$ cat config.mk
export PLATFORM = sky130hd
export DESIGN_NAME = dual_timer_four_mode
export DESIGN_NICKNAME = d
export VERILOG_FILES = /design/src/dual_timer_pkg.sv /design/src/dual_timer_four_mode.sv
export VERILOG_INCLUDE_DIRS = /design/src /design/src/src
export SDC_FILE = /design/constraint.sdc
export NUM_CORES = 1
export LEC_CHECK = 0
export BUFFER_PORTS_ARGS = -buffer_cell sky130_fd_sc_hd__buf_2
export CAP_MARGIN = 20
export CORE_MARGIN = 2
export CORE_UTILIZATION = 45
export CTS_CLUSTER_SIZE = 25
export DETAILED_ROUTE_END_ITERATION = 10
export PLACE_DENSITY = 0.74
export SLEW_MARGIN = 20
export SYNTH_ARGS = -nofsm -noshare
export SYNTH_HDL_FRONTEND = slang
export SYNTH_SLANG_ARGS = --single-unit
export TNS_END_PERCENT = 100
$ cat constraint.sdc
create_clock -name ref_clk_i -period 1.5 [get_ports ref_clk_i]
set_input_delay 0.225 -clock ref_clk_i [delete_from_list [all_inputs] [get_ports ref_clk_i]]
set_output_delay 0.225 -clock ref_clk_i [all_outputs]
set_load 0.01 [all_outputs]
$ cat src/dual_timer_consts.svh
// Constants for the dual four-mode timer: counts, widths, reset values.
// Assumes inclusion by bare name from files that need the timing figures.
//
// Contract
// - Two-bit mode picks one of four modes; mode 1 is a full 16-bit timer.
// - Mode 0 is an 8-bit counter behind a divide-by-32 prescaler.
// - Mode 2 is 8-bit, reloading from a separate reload value on overflow.
// - Mode 3 splits timer 0 into two 8-bit timers; timer 1 stops.
// - Counting advances once per machine cycle of twelve clock periods.
// - Software may let a gate input bound counting for pulse-width measurement.
`ifndef DUAL_TIMER_CONSTS_SVH
`define DUAL_TIMER_CONSTS_SVH

// ==========================================================
// Clock and machine cycle
`define CLK_PERIOD_NS   20
`define MCYCLE_CLKS     12
`define MCYCLE_LAST     4'hB
`define MCYCLE_W        4

// ==========================================================
// Counter layout
`define COUNT_W         16
`define BYTE_W          8
`define PRESCALE_DIV    32
`define PRESCALE_W      5
`define MODE0_W         13
`define COUNT_RESET     16'h0000
`define BYTE_MAX        8'hFF
`define MODE0_MAX       13'h1FFF
`define FULL_MAX        16'hFFFF
`define PRESCALE_MAX    5'h1F

`endif

$ cat src/dual_timer_pkg.sv
// Types shared by the dual four-mode timer.
// Assumes the constants header is available alongside.
package dual_timer_pkg;

  // ==========================================================
  // Operating modes, in mode-field order
  typedef enum logic [1:0] {
    MODE_PRESCALED,
    MODE_FULL16,
    MODE_RELOAD8,
    MODE_SPLIT
  } timer_mode_t;

endpackage

$ cat src/dual_timer_four_mode.sv
// Two general-purpose timers with four modes each, counted per machine cycle.
// Assumes all control inputs are synchronous to ref_clk_i and held by software.
`timescale 1ns/1ps
`include "dual_timer_consts.svh"

module dual_timer_four_mode (
  input  wire logic        ref_clk_i,
  input  wire logic        nrst_i,
  input  wire logic [1:0]  mode_select0_i,
  input  wire logic [1:0]  mode_select1_i,
  input  wire logic        run0_i,
  input  wire logic        run1_i,
  input  wire logic        gate_enable0_i,
  input  wire logic        gate_enable1_i,
  input  wire logic        gate_input_a_i,
  input  wire logic        gate_input_b_i,
  input  wire logic [7:0]  reload0_i,
  input  wire logic [7:0]  reload1_i,
  input  wire logic        clear_flag0_i,
  input  wire logic        clear_flag1_i,
  output logic      [15:0] count0_o,
  output logic      [15:0] count1_o,
  output logic             overflow0_o,
  output logic             overflow1_o
);

  // ==========================================================
  // Machine cycle divider
  logic [`MCYCLE_W-1:0] mcycle_reg;
  logic [`MCYCLE_W-1:0] mcycle_next;
  logic                 tick;

  assign tick        = (mcycle_reg == `MCYCLE_LAST);
  assign mcycle_next = tick ? '0 : mcycle_reg + 4'h1;

  always_ff @(posedge ref_clk_i or negedge nrst_i) begin
    if (!nrst_i) begin
      mcycle_reg <= '0;
    end else begin
      mcycle_reg <= mcycle_next;
    end
  end

  // ==========================================================
  // Per-timer control decode
  dual_timer_pkg::timer_mode_t mode [0:1];
  logic [`COUNT_W-1:0]         count_reg  [0:1];
  logic [`COUNT_W-1:0]         count_next [0:1];
  logic [`BYTE_W-1:0]          reload     [0:1];
  logic [1:0]                  run;
  logic [1:0]                  gate_en;
  logic [1:0]                  gate_in;
  logic [1:0]                  count_en;
  logic [1:0]                  wrap;
  logic                        split_hi_en;
  logic                        split_hi_wrap;

  assign mode[0]   = dual_timer_pkg::timer_mode_t'(mode_select0_i);
  assign mode[1]   = dual_timer_pkg::timer_mode_t'(mode_select1_i);
  assign reload[0] = reload0_i;
  assign reload[1] = reload1_i;
  assign run       = {run1_i, run0_i};
  assign gate_en   = {gate_enable1_i, gate_enable0_i};
  assign gate_in   = {gate_input_b_i, gate_input_a_i};

  // Split mode borrows timer 1's run bit for timer 0's upper byte, ungated
  assign split_hi_en = tick && run1_i && (mode[0] == dual_timer_pkg::MODE_SPLIT);

  // ==========================================================
  // Counting logic, one copy per timer
  genvar i;
  generate
    for (i = 0; i < 2; i++) begin : g_timer
      logic [`MODE0_W-1:0] low13;
      logic                split_stop;

      // Gate input holds the count while low, when gating is enabled
      assign count_en[i] = tick && run[i] && (!gate_en[i] || gate_in[i]);
      // Timer 1 freezes in split mode
      assign split_stop  = (i == 1) && (mode[i] == dual_timer_pkg::MODE_SPLIT);
      assign low13       = count_reg[i][`MODE0_W-1:0];

      always_comb begin
        count_next[i] = count_reg[i];
        wrap[i]       = 1'b0;
        if (count_en[i] && !split_stop) begin
          unique case (mode[i])
            // Low five bits are the divide-by-32 prescaler
            dual_timer_pkg::MODE_PRESCALED: begin
              count_next[i][`MODE0_W-1:0] = low13 + 13'h0001;
              wrap[i] = (low13 == `MODE0_MAX);
            end
            dual_timer_pkg::MODE_FULL16: begin
              count_next[i] = count_reg[i] + 16'h0001;
              wrap[i] = (count_reg[i] == `FULL_MAX);
            end
            // Reload low byte from reload value on overflow
            dual_timer_pkg::MODE_RELOAD8: begin
              wrap[i] = (count_reg[i][7:0] == `BYTE_MAX);
              count_next[i][7:0] = wrap[i] ? reload[i] : count_reg[i][7:0] + 8'h01;
            end
            // Timer 0 low byte as its own 8-bit timer
            dual_timer_pkg::MODE_SPLIT: begin
              count_next[i][7:0] = count_reg[i][7:0] + 8'h01;
              wrap[i] = (count_reg[i][7:0] == `BYTE_MAX);
            end
          endcase
        end
        // Timer 0 upper byte as the second 8-bit timer
        if ((i == 0) && split_hi_en) begin
          count_next[i][15:8] = count_reg[i][15:8] + 8'h01;
        end
      end

      always_ff @(posedge ref_clk_i or negedge nrst_i) begin
        if (!nrst_i) begin
          count_reg[i] <= `COUNT_RESET;
        end else begin
          count_reg[i] <= count_next[i];
        end
      end
    end
  endgenerate

  assign split_hi_wrap = split_hi_en && (count_reg[0][15:8] == `BYTE_MAX);

  // ==========================================================
  // Overflow flags
  // Set beats clear, so an overflow in the clearing cycle is never lost
  logic flag0_next;
  logic flag1_next;
  logic flag1_set;

  // Roll-over sets the flag; split upper byte reports through flag 1
  assign flag1_set  = wrap[1] || split_hi_wrap;
  assign flag0_next = wrap[0] || (overflow0_o && !clear_flag0_i);
  assign flag1_next = flag1_set || (overflow1_o && !clear_flag1_i);

  always_ff @(posedge ref_clk_i or negedge nrst_i) begin
    if (!nrst_i) begin
      overflow0_o <= 1'b0;
      overflow1_o <= 1'b0;
    end else begin
      overflow0_o <= flag0_next;
      overflow1_o <= flag1_next;
    end
  end

  assign count0_o = count_reg[0];
  assign count1_o = count_reg[1];
endmodule

# == Yosys cells after proc, flatten, opt, wreduce, memory -nomap -nowiden ==
# Cells that the tools add are included.
# op_classes
n_addsub,8
n_eq_ne,14
mux,14
n_reduce_logical,31
# ops
op,count
8-bit case mux with 4 select lines,2
16-bit by 1-bit adder with 16-bit output (second input constant),2
16-bit equality test (second input constant),2
13-bit by 1-bit adder with 13-bit output (second input constant),2
13-bit equality test (second input constant),2
8-bit by 1-bit adder with 8-bit output (second input constant),3
8-bit equality test (second input constant),3
8-bit two-way mux,3
5-bit case mux with 2 select lines,2
16-bit two-way mux,1
1-bit logical AND,9
2-bit equality test (second input constant),4
2-bit AND reduction,4
1-bit case mux with 3 select lines,2
2-bit nonzero test,3
1-bit logical NOT,5
1-bit logical OR,5
4-bit by 1-bit adder with 4-bit output (second input constant),1
2-bit by 1-bit equality test with 1-bit output (second input constant),2
4-bit equality test (second input constant),1
2-bit logical NOT,2
4-bit two-way mux,1
2-bit OR reduction,2
3-bit two-way mux,1
other kinds (2),3
# totals
out_inout_bits,34
input_bits,30
regBits,38
word_cells,76

# == Longest topological paths before layout ==
# Gate-level depths: netlist (run 1).
# logic_depth
depth_word,7
mapped_depth,7

# == Least setup slack after synthesis (run 1) ==
# OpenSTA, ideal clock, no wires.
# synth_timing
path_type,reg2reg
from,"reg count_reg, in the netlist count1_o[0]"
to,"reg count_reg, in the netlist count1_o[0]"
synth_period_minus_slack_ns,1.679
arrival_time_ns,1.553
path_stages_with_launch,7
path_slack_ns,-0.179
cell_sequence,dfrtp_1 -> ha_1 -> nand3_1 -> nor3_4 -> buf_6 -> nor3_2 -> a221o_1
# synth_via
elab_chain_len,3
word_cells_on_any_way,6
# synth_rtl
item,line_no,text
start: declaration,dual_timer_four_mode.sv:47,logic [`COUNT_W-1:0] count_reg [0:1];
start signal: indexed assignment,dual_timer_four_mode.sv:117,count_reg[i] <= `COUNT_RESET;
start signal: indexed assignment,dual_timer_four_mode.sv:119,count_reg[i] <= count_next[i];
8-bit by 1-bit adder with 8-bit output / 8-bit equality test (equally long branches),--,
8-bit two-way mux,dual_timer_four_mode.sv:100,count_next[i][7:0] = wrap[i] ? reload[i] : count_reg[i][7:0] + 8'h01;
8-bit case mux with 4 select lines (*),dual_timer_four_mode.sv:87,unique case (mode[i])
# Mark *: on every way between the ends. The rest lies on a longest branch, timed or not.
# A chain may end at the register's enable or synchronous reset.

# == Worst setup path after layout (run 1) ==
# layout_timing
from,reg mcycle_reg[0]
to,"reg count_reg, in the netlist count1_o[0]"
# layout_via
elab_chain_len,4
# layout_rtl
item,line_no,text
start: declaration,dual_timer_four_mode.sv:29,logic [`MCYCLE_W-1:0] mcycle_reg;
start signal: assignment,dual_timer_four_mode.sv:40,mcycle_reg <= mcycle_next;
4-bit equality test (no line),--,
1-bit logical AND (2 in a row),dual_timer_four_mode.sv:78,assign count_en[i] = tick && run[i] && (!gate_en[i] || gate_in[i]);
1-bit logical AND,dual_timer_four_mode.sv:86,if (count_en[i] && !split_stop) begin
# Every way passes these cells.

==> summary.md, run 1 <==
| Metric | Value |
|---|---|
| Die ar. | `roughly 5400 µm²` |
| VDD IR max | `~0.48 mV` |
| Worst path slowest cell | `dfrtp_1` |
| Htree depth | `2` |
| CP Data Required Time | `1.68 ns` |
| Run status | `complete, but fails checks` |
| CP Launch Type | `flop` |
| Clk Latency, worst-skew pair | `between 0.2 and 0.3 ns` |
| Syn avg cell area | `10.1 µm²` |
| Most frequent CP cell | `buf_4` |
| Power Total | `about 2500 µW` |
| Leakage Power | `~0.0016 µW` |
| Dominant cell type by area after synthesis | `dfrtp_1` |
| Top FF cell, synth | `dfrtp_1` |
| Largest net degree at the start of global routing | `23` |
| Synthesized cell area | `between 2000 and 2500 µm²` |
| Clk sinks | `38` |
| Total GRT Usage | `between 20% and 30%` |
| Setup WS pre-CTS | `-0.163 ns` |
| FF-to-FF End | `count1_o[0]` |
| R2r startpoint | `mcycle_reg[0]` |
| Final-report setup violation count | `29` |
| Yosys warnings | `0` |
| Placed Cells | `360` |
| Hold Path Depth | `2` |
| Area share of the largest cell type after synthesis | `44.2%` |
| Unique cell type count in the Yosys netlist | `47` |
| Worst-path clk slew | `roughly 0.080 ns` |
| Power density over cell area | `768 nW/µm²` |
| CP bufs+invs | `2` |
| Die Span X | `about 73 µm` |
| Worst min-delay path class | `input pin to flop` |
| RSZ-0062 raised after global routing | `yes` |
| Fin. max-slew vios | `0` |
| CTS tree | `built` |
| Post-synth EDFFs | `0` |
| Number of buffers created by CTS | `5` |
| Core Area | `~4700 µm²` |
| Top-count cell post-synth | `dfrtp_1` |
| GRT overflow | `0` |
| Root Buffer | `clkbuf_8` |
| Antenna violations before repair | `0` |
| Die Ht | `~73 µm` |
| Seq/Total Area, Yosys | `between 40% and 50%` |
| Post-Syn Nets | `around 250` |
| Io pins | `between 60 and 70` |
| Via Count | `between 2000 and 2500` |
| DRC | `0` |
| Max stage delay on crit path | `0.38 ns` |
| Worst Hold Launch | `reload1_i[0]` |
| DPL Wire Length | `4260 µm` |
| Num rows | `25` |
| Period minus WS final | `around 1.7 ns` |
| Final clock period utilization by the worst path | `111%` |
| Final Hold Viols | `0` |
| Critical path data arrival time | `1.84 ns` |
| Failing checks | `negative setup slack` |
| Max Freq | `about 600 MHz` |
| DRT iter0 DRCs | `approximately 150` |
| Top post-synthesis cells by area | `dfrtp_1 (44%), xnor2_1 (6.1%), nand2_1 (3.5%)` |
| Vias per Instance | `~5.7` |
| Cells after Synth | `213` |
| Pre-antenna DRT Iters | `4` |
| Normalized max-slew margin | `~72%` |
| Multi-input logic area | `roughly 1400 µm²` |
| First-pass GRT wire length | `slightly below 9000 µm` |
| Setup WS post-layout | `-0.159 ns` |
| DR WL/cell | `between 15 and 20 µm` |
| CP Depth | `7` |
| Crit-path cells | `ha_2 -> and4b_2 -> buf_4 -> nand3_4 -> buf_4 -> nor3_2 -> a221o_1` |
| Vias in the first global route | `about 1900` |
| Fraction of layout cells with a size suffix above 1 | `a little over half` |
| Clk_skew | `just over 0.008 ns` |
| Starting Density | `between 40% and 50%` |
| Most instantiated cells after synthesis | `dfrtp_1 (38), nand2_1 (20), xnor2_1 (15), a21oi_1 (14), nand3_1 (11)` |
| Cell family with most CP delay | `simple AND/OR/NAND/NOR gates` |
| Post-detailed-routing wire length | `about 6200 µm` |
| Fill cell count | `around 320` |
| ANT cells | `0` |
| Max cap viols | `0` |
| Worst slew pin tran | `approximately 0.42 ns` |
| Nets | `around 360` |
| IO buf count | `63` |
| Hold Path End | `count1_o[0]` |
| Reg2reg path depth | `7` |
| Synth async-reset ratio | `100%` |
| Worst-path maximum fanout | `5` |
| Register area | `approximately 950 µm²` |
| Setup slack, reg-to-reg | `-0.16 ns` |
| Placer congestion estimate | `between 0.8 and 0.9` |
| Layout Cells excl Fill | `around 380` |
| Area Growth Syn to Fin | `53.1%` |
| Worst-case clock buffer depth | `2` |
| Post-route ant nets | `0` |
| WS Path Type | `flop to flop` |
| CP Capture Type | `flop` |
| Synth Register Bits | `38` |
## area by class of cell
| type | instances | share of cell area (%) |
|---|---|---|
| multi-input combinational | 163 | 42.5 |
| sequential | 38 | 28.9 |
| timing repair buffer | 110 | 21.6 |
| clock buffer | 6 | 2.50 |
| tap | 54 | 2.05 |
| clock inverter | 2 | 1.82 |
| inverter | 6 | 0.683 |
## worst reg2reg max path: cells and delay by family (launching register included)
family	cells	cell delay, ns
AND/OR/NAND/NOR	3	0.41
flip-flops	1	0.38
buffers and inverters	2	0.31
AO/OA/AOI/OAI	1	0.25
adder cells (fa/ha/maj)	1	0.19
## cell usage in the layout, fill, tap and decap left out, drive strengths merged, types with 2 or more instances in the layout
master	count
buf	109
dfrtp	38
nand2	21
xnor2	15
a21oi	15
o21ai	13
nand3	13
nand4	10
and3	10
nor2	8
inv	6
clkbuf	6
nor3	6
mux2i	5
nor4	5
ha	5
nand2b	4
a31oi	4
and4	4
nor2b	3
a41oi	3
o41ai	2
xor2	2
a22o	2
bufinv	2
a211oi	2
## metal layers
metal	up-vias	share of wire, %	global-route usage (%)
met5	-	0	0
met4	0	1.2	7.41
met3	8	4.9	5.66
met2	82	53	37.0
met1	1042	41	26.5
li1	1013	-	-
## cell families after synthesis
kind of cell,Yosys count,share of synthesized area [%]
simple gates,86,25.7
buf+inv,14,3.49
mux,6,2.85
compound gates,47,14.0
flops,38,44.2
xor+xnor,17,6.91
fa+ha+maj,5,2.91
## power by group
group | switching [µW] | internal [µW] | leakage [µW] | total, µW
clock network | 376 | 710 | 0.0000714 | 1090
logic | 194 | 172 | 0.000996 | 366
registers | 25.5 | 1060 | 0.000511 | 1080
## through the flow
step	area, µm²	setup TNS, ns	hold WS (ns)	utilization, %
final	3300	-2.67	0.167	70.7
after global routing	3300	-5.88	0.161	70.7
after CTS	3090	-1.60	0.158	66.3
after detailed placement	2850	-3.06	0.174	61.0
after global placement	2850	-1.45	0.171	61.0
after floorplan	2220	-0.286	-0.0706	-
## timing repair
item                                   CTS  global route
pin swaps                                8            12
buffers inserted                         2             6
gates cloned                             1             1
gates resized for setup                 16            36
setup endpoints to repair               33            34
hold buffers                             1             0
endpoints found under the hold margin   16             0
## how the worst max path moves through the flow
| stage | slack [ns] | endpoint | from |
|---|---|---|---|
| floorplan | -0.06 | count1_o[15] | mcycle_reg[0] |
| global placement | -0.12 | count1_o[0] | mcycle_reg[0] |
| detailed placement | -0.16 | count1_o[15] | mcycle_reg[1] |
| CTS | -0.12 | count1_o[15] | mcycle_reg[1] |
| global route | -0.27 | count1_o[6] | mcycle_reg[0] |
| finish | -0.16 | count1_o[0] | mcycle_reg[0] |
No activity file was read; power rests on OpenSTA's default activity.
==> inputs of run 2 (changes only) <==
--- a/config.mk
+++ b/config.mk
@@ -6,7 +6,7 @@
 export SDC_FILE = /design/constraint.sdc
 export NUM_CORES = 1
 export LEC_CHECK = 0
-export BUFFER_PORTS_ARGS = -buffer_cell sky130_fd_sc_hd__buf_2
+export BUFFER_PORTS_ARGS = -buffer_cell sky130_fd_sc_hd__buf_4
 export CAP_MARGIN = 20
 export CORE_MARGIN = 2
 export CORE_UTILIZATION = 45
==> summary.md, run 2 (same netlist as run 1, synthesis figures left out) <==
| Metric | Value |
|---|---|
| Run status | `complete, but fails checks` |
| Failing checks | `negative setup slack` |
| Antenna violations before repair | `0` |
| Crit-path cells | `ha_2 -> and4b_2 -> buf_4 -> and3_4 -> a41oi_2 -> o41ai_2` |
| Worst min-delay path class | `input pin to flop` |
| CP Launch Type | `flop` |
| Fraction of layout cells with a size suffix above 1 | `~55%` |
| Root Buffer | `clkbuf_8` |
| R2r startpoint | `mcycle_reg[0]` |
| Total GRT Usage | `between 20 and 25%` |
| Power density over cell area | `742 nW/µm²` |
| Normalized max-slew margin | `68.6%` |
| First-pass GRT wire length | `roughly 10000 µm` |
| Reg2reg path depth | `6` |
| Htree depth | `2` |
| Worst-path clk slew | `0.08 ns` |
| Worst-case clock buffer depth | `2` |
| DRC | `0` |
| Post-route ant nets | `0` |
| Fin. max-slew vios | `0` |
| Critical path data arrival time | `around 1.9 ns` |
| Final Hold Viols | `0` |
| Vias per Instance | `approximately 5.8` |
| Setup WS post-layout | `-0.261 ns` |
| RSZ-0062 raised after global routing | `yes` |
| Critical Path Sink | `overflow1_o` |
| DPL Wire Length | `approximately 4300 µm` |
| Area Growth Syn to Fin | `61.7%` |
| Highest routed layer | `met4` |
| Starting Density | `between 40% and 50%` |
| WS Path Type | `flop to flop` |
| Hold Path Depth | `3` |
| Nets | `around 360` |
| Vias in the first global route | `around 2200` |
| Via Count | `2211` |
| Final-report setup violation count | `32` |
| FF-to-FF End | `overflow1_o` |
| VDD IR max | `0.508 mV` |
| Clk sinks | `38` |
| Die Span X | `73.2 µm` |
| Worst path slowest cell | `dfrtp_1` |
| Worst-path maximum fanout | `6` |
| Placer congestion estimate | `roughly 0.89` |
| IO buf count | `between 60 and 70` |
| WL met1 | `2750 µm` |
| Num rows | `25` |
| Pre-antenna DRT Iters | `4` |
| Period minus WS final | `approximately 1.8 ns` |
| CP Capture Type | `flop` |
| ANT cells | `0` |
| Post-layout util | `74.7%` |
| Die Ht | `73.2 µm` |
| Met2 routed WL | `3680 µm` |
| DR WL/cell | `approximately 18 µm` |
| GRT overflow | `0` |
| Setup slack, reg-to-reg | `-0.26 ns` |
| Final clock period utilization by the worst path | `117%` |
| Worst Setup SP | `mcycle_reg[0]` |
| Fill cell count | `between 300 and 400` |
| DRT iter0 DRCs | `between 100 and 150` |
| WL met3 | `roughly 360 µm` |
| Number of buffers created by CTS | `5` |
| Core Area | `around 4700 µm²` |
| Clk_skew | `around 0.0053 ns` |
| Largest net degree at the start of global routing | `39` |
| Post-detailed-routing wire length | `6970 µm` |
| Clk Latency, worst-skew pair | `~0.30 ns` |
| Max cap viols | `0` |
| Most common cell after layout, fill and taps aside | `buf_4` |
| Max stage delay on crit path | `0.40 ns` |
| Die ar. | `between 5000 and 6000 µm²` |
| Setup WS pre-CTS | `-0.164 ns` |
| CTS tree | `built` |
| Io pins | `64` |
| Worst slew pin tran | `around 0.47 ns` |
| Max Freq | `568 MHz` |
| Leakage Power | `approximately 0.0016 µW` |
| Commonest cells after routing, fill and taps aside | `buf_4 (105), dfrtp_1 (36), nand2_1 (19)` |
| CP Data Required Time | `around 1.7 ns` |
[run 2: cell types whose count changed in the layout (fill, tap and decap cells not counted), moves of 3 or more]
cell,previous run,this run
nand3_2,4,1
buf_4,40,105
o21ai_0,7,4
buf_2,63,0
nor3_1,4,1
o21ai_2,1,4
a21oi_2,8,5
buf_6,4,8
[run 2: power breakdown]
part	internal (µW)	total [µW]	switching, µW
registers	1060	1080	23.5
clock network	709	1090	379
logic	217	415	198
total	1980	2580	600
[run 2: how the worst min path moves through the flow]
stage                 start          end  slack (ns)
2_1_floorplan        nrst_i  count0_o[0]       -0.07
3_3_place_gp         nrst_i  count0_o[5]        0.22
3_5_place_dp         nrst_i  count0_o[5]        0.21
4_1_cts        reload1_i[5]  count1_o[5]        0.15
5_1_grt        reload1_i[5]  count1_o[5]        0.15
6_report       reload1_i[5]  count1_o[5]        0.14
[run 2: routing by layer]
layer / GRT usage, % / vias to the layer above
li1: - / 1014
met1: 28.6 / 1091
met2: 43.6 / 85
met3: 6.22 / 21
met4: 11.3 / 0
met5: 0 / -
[run 2: through the flow]
| step | total power (µW) | instances | hold WS, ns | setup TNS (ns) | cell area (µm²) |
|---|---|---|---|---|---|
| 2_1_floorplan | 1230 | 213 | -0.0706 | -0.286 | 2220 |
| 3_3_place_gp | 1440 | 361 | 0.216 | -0.936 | 3000 |
| 6_report | 2580 | 382 | 0.144 | -3.64 | 3480 |
| 4_1_cts | 2540 | 378 | 0.146 | -2.29 | 3350 |
| 3_5_place_dp | 1450 | 361 | 0.213 | -2.35 | 3000 |
| 5_1_grt | 2670 | 382 | 0.152 | -6.45 | 3480 |
[run 2: timing repair]
action / 4_1_cts / 5_1_grt
buffers inserted: 7 / 5
endpoints found under the setup margin: 31 / 34
pin swaps: 9 / 12
cloned: 1 / 0
hold buffers: 1 / 0
gates resized for setup: 39 / 25
endpoints found under the hold margin: 38 / 0
[run 2: layout make-up]
cell class	count	area [µm²]	area share (%)
Sequential cell	38	953	27.4
Clock buffer	6	82.6	2.37
Inverter	6	22.5	0.647
Timing Repair Buffer	115	908	26.1
Clock inverter	2	60.1	1.72
Tap cell	54	67.6	1.94
Multi-Input combinational cell	161	1390	39.8
[run 2: worst max-delay path, delay by kind of cell, from the launching register on]
family | cells | cell delay [ns]
flops | 1 | 0.40
compound gates | 2 | 0.38
fa+ha+maj | 1 | 0.20
simple gates | 2 | 0.49
buf+inv | 1 | 0.16
==> inputs of run 3 (changes only) <==
--- a/config.mk
+++ b/config.mk
@@ -8,11 +8,13 @@
 export LEC_CHECK = 0
 export BUFFER_PORTS_ARGS = -buffer_cell sky130_fd_sc_hd__buf_4
 export CAP_MARGIN = 20
+export CORE_ASPECT_RATIO = 0.6
 export CORE_MARGIN = 2
 export CORE_UTILIZATION = 45
+export CTS_BUF_LIST = sky130_fd_sc_hd__clkbuf_8
 export CTS_CLUSTER_SIZE = 25
 export DETAILED_ROUTE_END_ITERATION = 10
-export PLACE_DENSITY = 0.74
+export PLACE_DENSITY = 0.71
 export SLEW_MARGIN = 20
 export SYNTH_ARGS = -nofsm -noshare
 export SYNTH_HDL_FRONTEND = slang
==> constraint.sdc (replaced) <==
create_clock -name ref_clk_i -period 1.9 [get_ports ref_clk_i]
set_input_delay 0.285 -clock ref_clk_i [delete_from_list [all_inputs] [get_ports ref_clk_i]]
set_output_delay 0.285 -clock ref_clk_i [all_outputs]
set_load 0.01 [all_outputs]
==> summary.md, run 3 (same netlist as run 1, synthesis figures left out) <==
| Metric | Value |
|---|---|
| Run status | `finished, final reports clean` |
| CP Launch Type | `flop` |
| Period minus WS final | `1.78 ns` |
| Worst Setup SP | `mcycle_reg[0]` |
| Post-route ant nets | `0` |
| Commonest cells after routing, fill and taps aside | `buf_4 (72), dfrtp_1 (38), nand2_1 (20)` |
| GRT overflow | `0` |
| Number of buffers created by CTS | `5` |
| Die Span X | `between 90 and 100 µm` |
| Clk_skew | `roughly 0.0073 ns` |
| Pre-antenna DRT Iters | `5` |
| Power Total | `between 1500 and 2000 µW` |
| Clk sinks | `38` |
| ANT cells | `0` |
| GR Util met2 | `25.7%` |
| Fin. max-slew vios | `0` |
| Placed Cells | `338` |
| Worst-path clk slew | `~0.070 ns` |
| Largest net degree at the start of global routing | `39` |
| Global routing usage on met1 | `about a third` |
| Antenna violations before repair | `0` |
| Via Count | `approximately 1900` |
| WS Path Type | `flop to flop` |
| DRC | `0` |
| CTS tree | `built` |
| Critical path data arrival time | `1.96 ns` |
| CP Data Required Time | `~2.1 ns` |
| FF-to-FF End | `count0_o[10]` |
| Total GRT Usage | `about a fifth` |
| CP Capture Type | `flop` |
| First-pass GRT wire length | `8470 µm` |
| Final clock period utilization by the worst path | `between 90% and 100%` |
| VDD IR max | `0.433 mV` |
| DRT iter0 DRCs | `between 150 and 200` |
| Htree depth | `2` |
| Nets | `320` |
| Post-detailed-routing wire length | `just over 5000 µm` |
| Hold Path Depth | `3` |
| Setup slack, reg-to-reg | `around 0.12 ns` |
| Critical Path Sink | `count0_o[10]` |
| DR WL/cell | `14.9 µm` |
| Fraction of layout cells with a size suffix above 1 | `between 30% and 40%` |
| Die Ht | `about 58 µm` |
| Vias in the first global route | `about 1700` |
| Worst-case clock buffer depth | `2` |
| Leakage Power | `0.00134 µW` |
| Clk Latency, worst-skew pair | `around 0.29 ns` |
| Worst-path maximum fanout | `4` |
| Post-layout util | `between 60% and 70%` |
| Placer congestion estimate | `just over 0.8` |
| Reg2reg path depth | `6` |
| Final Hold Viols | `0` |
| Most crowded layer after global routing | `met1` |
| Worst slew pin tran | `0.482 ns` |
| Normalized max-slew margin | `roughly 68%` |
| Max cap viols | `0` |
| DPL Wire Length | `around 4000 µm` |
| Worst min-delay path class | `input pin to flop` |
| Max Freq | `560 MHz` |
| Die ar. | `5370 µm²` |
| Area Growth Syn to Fin | `30.9%` |
| Setup WS pre-CTS | `about 0.098 ns` |
| Setup WS post-layout | `roughly 0.12 ns` |
| Io pins | `between 60 and 70` |
| R2r startpoint | `mcycle_reg[0]` |
| Fill cell count | `around 420` |
| Num rows | `19` |
| Power density over cell area | `about 580 nW/µm²` |
| Layout Cells excl Fill | `approximately 350` |
| Final-report setup violation count | `0` |
| Starting Density | `46.9%` |
| Vias per Instance | `around 5.4` |
| Core Area | `roughly 4600 µm²` |
| Most common cell after layout, fill and taps aside | `buf_4` |
| GR Util met3 | `between 5 and 6%` |
| Root Buffer | `clkbuf_8` |
| IO buf count | `63` |
[run 3: cell types whose count changed in the layout (fill, tap and decap cells not counted), moves of 5 or more]
| cell | previous run | this run |
|---|---|---|
| buf_4 | 105 | 72 |
| and3_1 | 4 | 10 |
| a21oi_1 | 8 | 14 |
| ha_1 | 0 | 5 |
| buf_6 | 8 | 0 |
| o21ai_0 | 4 | 10 |
[run 3: worst max-delay path: stages, from the launching register on]
cell and delay, ns:
dfrtp_1 0.38, ha_1 0.22, and3b_2 0.26, nand4_1 0.23, nor3_1 0.34, o21ai_1 0.11
xnor2_1 0.13
[run 3: worst min-delay path by stage]
stage | from | endpoint
floorplan | nrst_i | count0_o[0]
global placement | nrst_i | count0_o[1]
detailed placement | nrst_i | count0_o[1]
CTS | reload0_i[0] | count0_o[0]
global route | reload1_i[0] | count1_o[0]
finish | reload0_i[0] | count0_o[0]
[run 3: report_power, final]
part | internal (µW) | switching [µW] | total, µW
Combinational | 112 | 104 | 216
Sequential | 833 | 29.6 | 862
Clock | 280 | 263 | 543
[run 3: layout make-up]
type	instances	area, µm²	share of cell area, %
Inverter	6	22.5	0.799
Timing Repair Buffer	73	551	19.5
Sequential cell	38	951	33.7
Multi-Input combinational cell	161	1130	40.2
Clock buffer	6	82.6	2.93
Tap cell	63	78.8	2.80
[run 3: per-layer routing]
metal / up-vias / share of wire, %
met5: - / 0
met4: 0 / 1.1
met2: 51 / 39
met1: 878 / 53
li1: 926 / -
met3: 5 / 6.4
[run 3: metrics by stage]
stage                     hold slack (ns)  TNS, ns  instance area, µm²
after floorplan                   -0.0106        0                2150
after global placement              0.288        0                2710
after detailed placement            0.282        0                2710
after CTS                           0.225        0                2800
after global routing                0.233  -0.0201                2820
final                               0.232        0                2820
[run 3: what timing repair did]
action,in CTS,in global routing
resized for setup,0,1
endpoints found under the hold margin,38,0
setup endpoints to repair,0,6
setup buffers,0,2
hold buffers,1,0
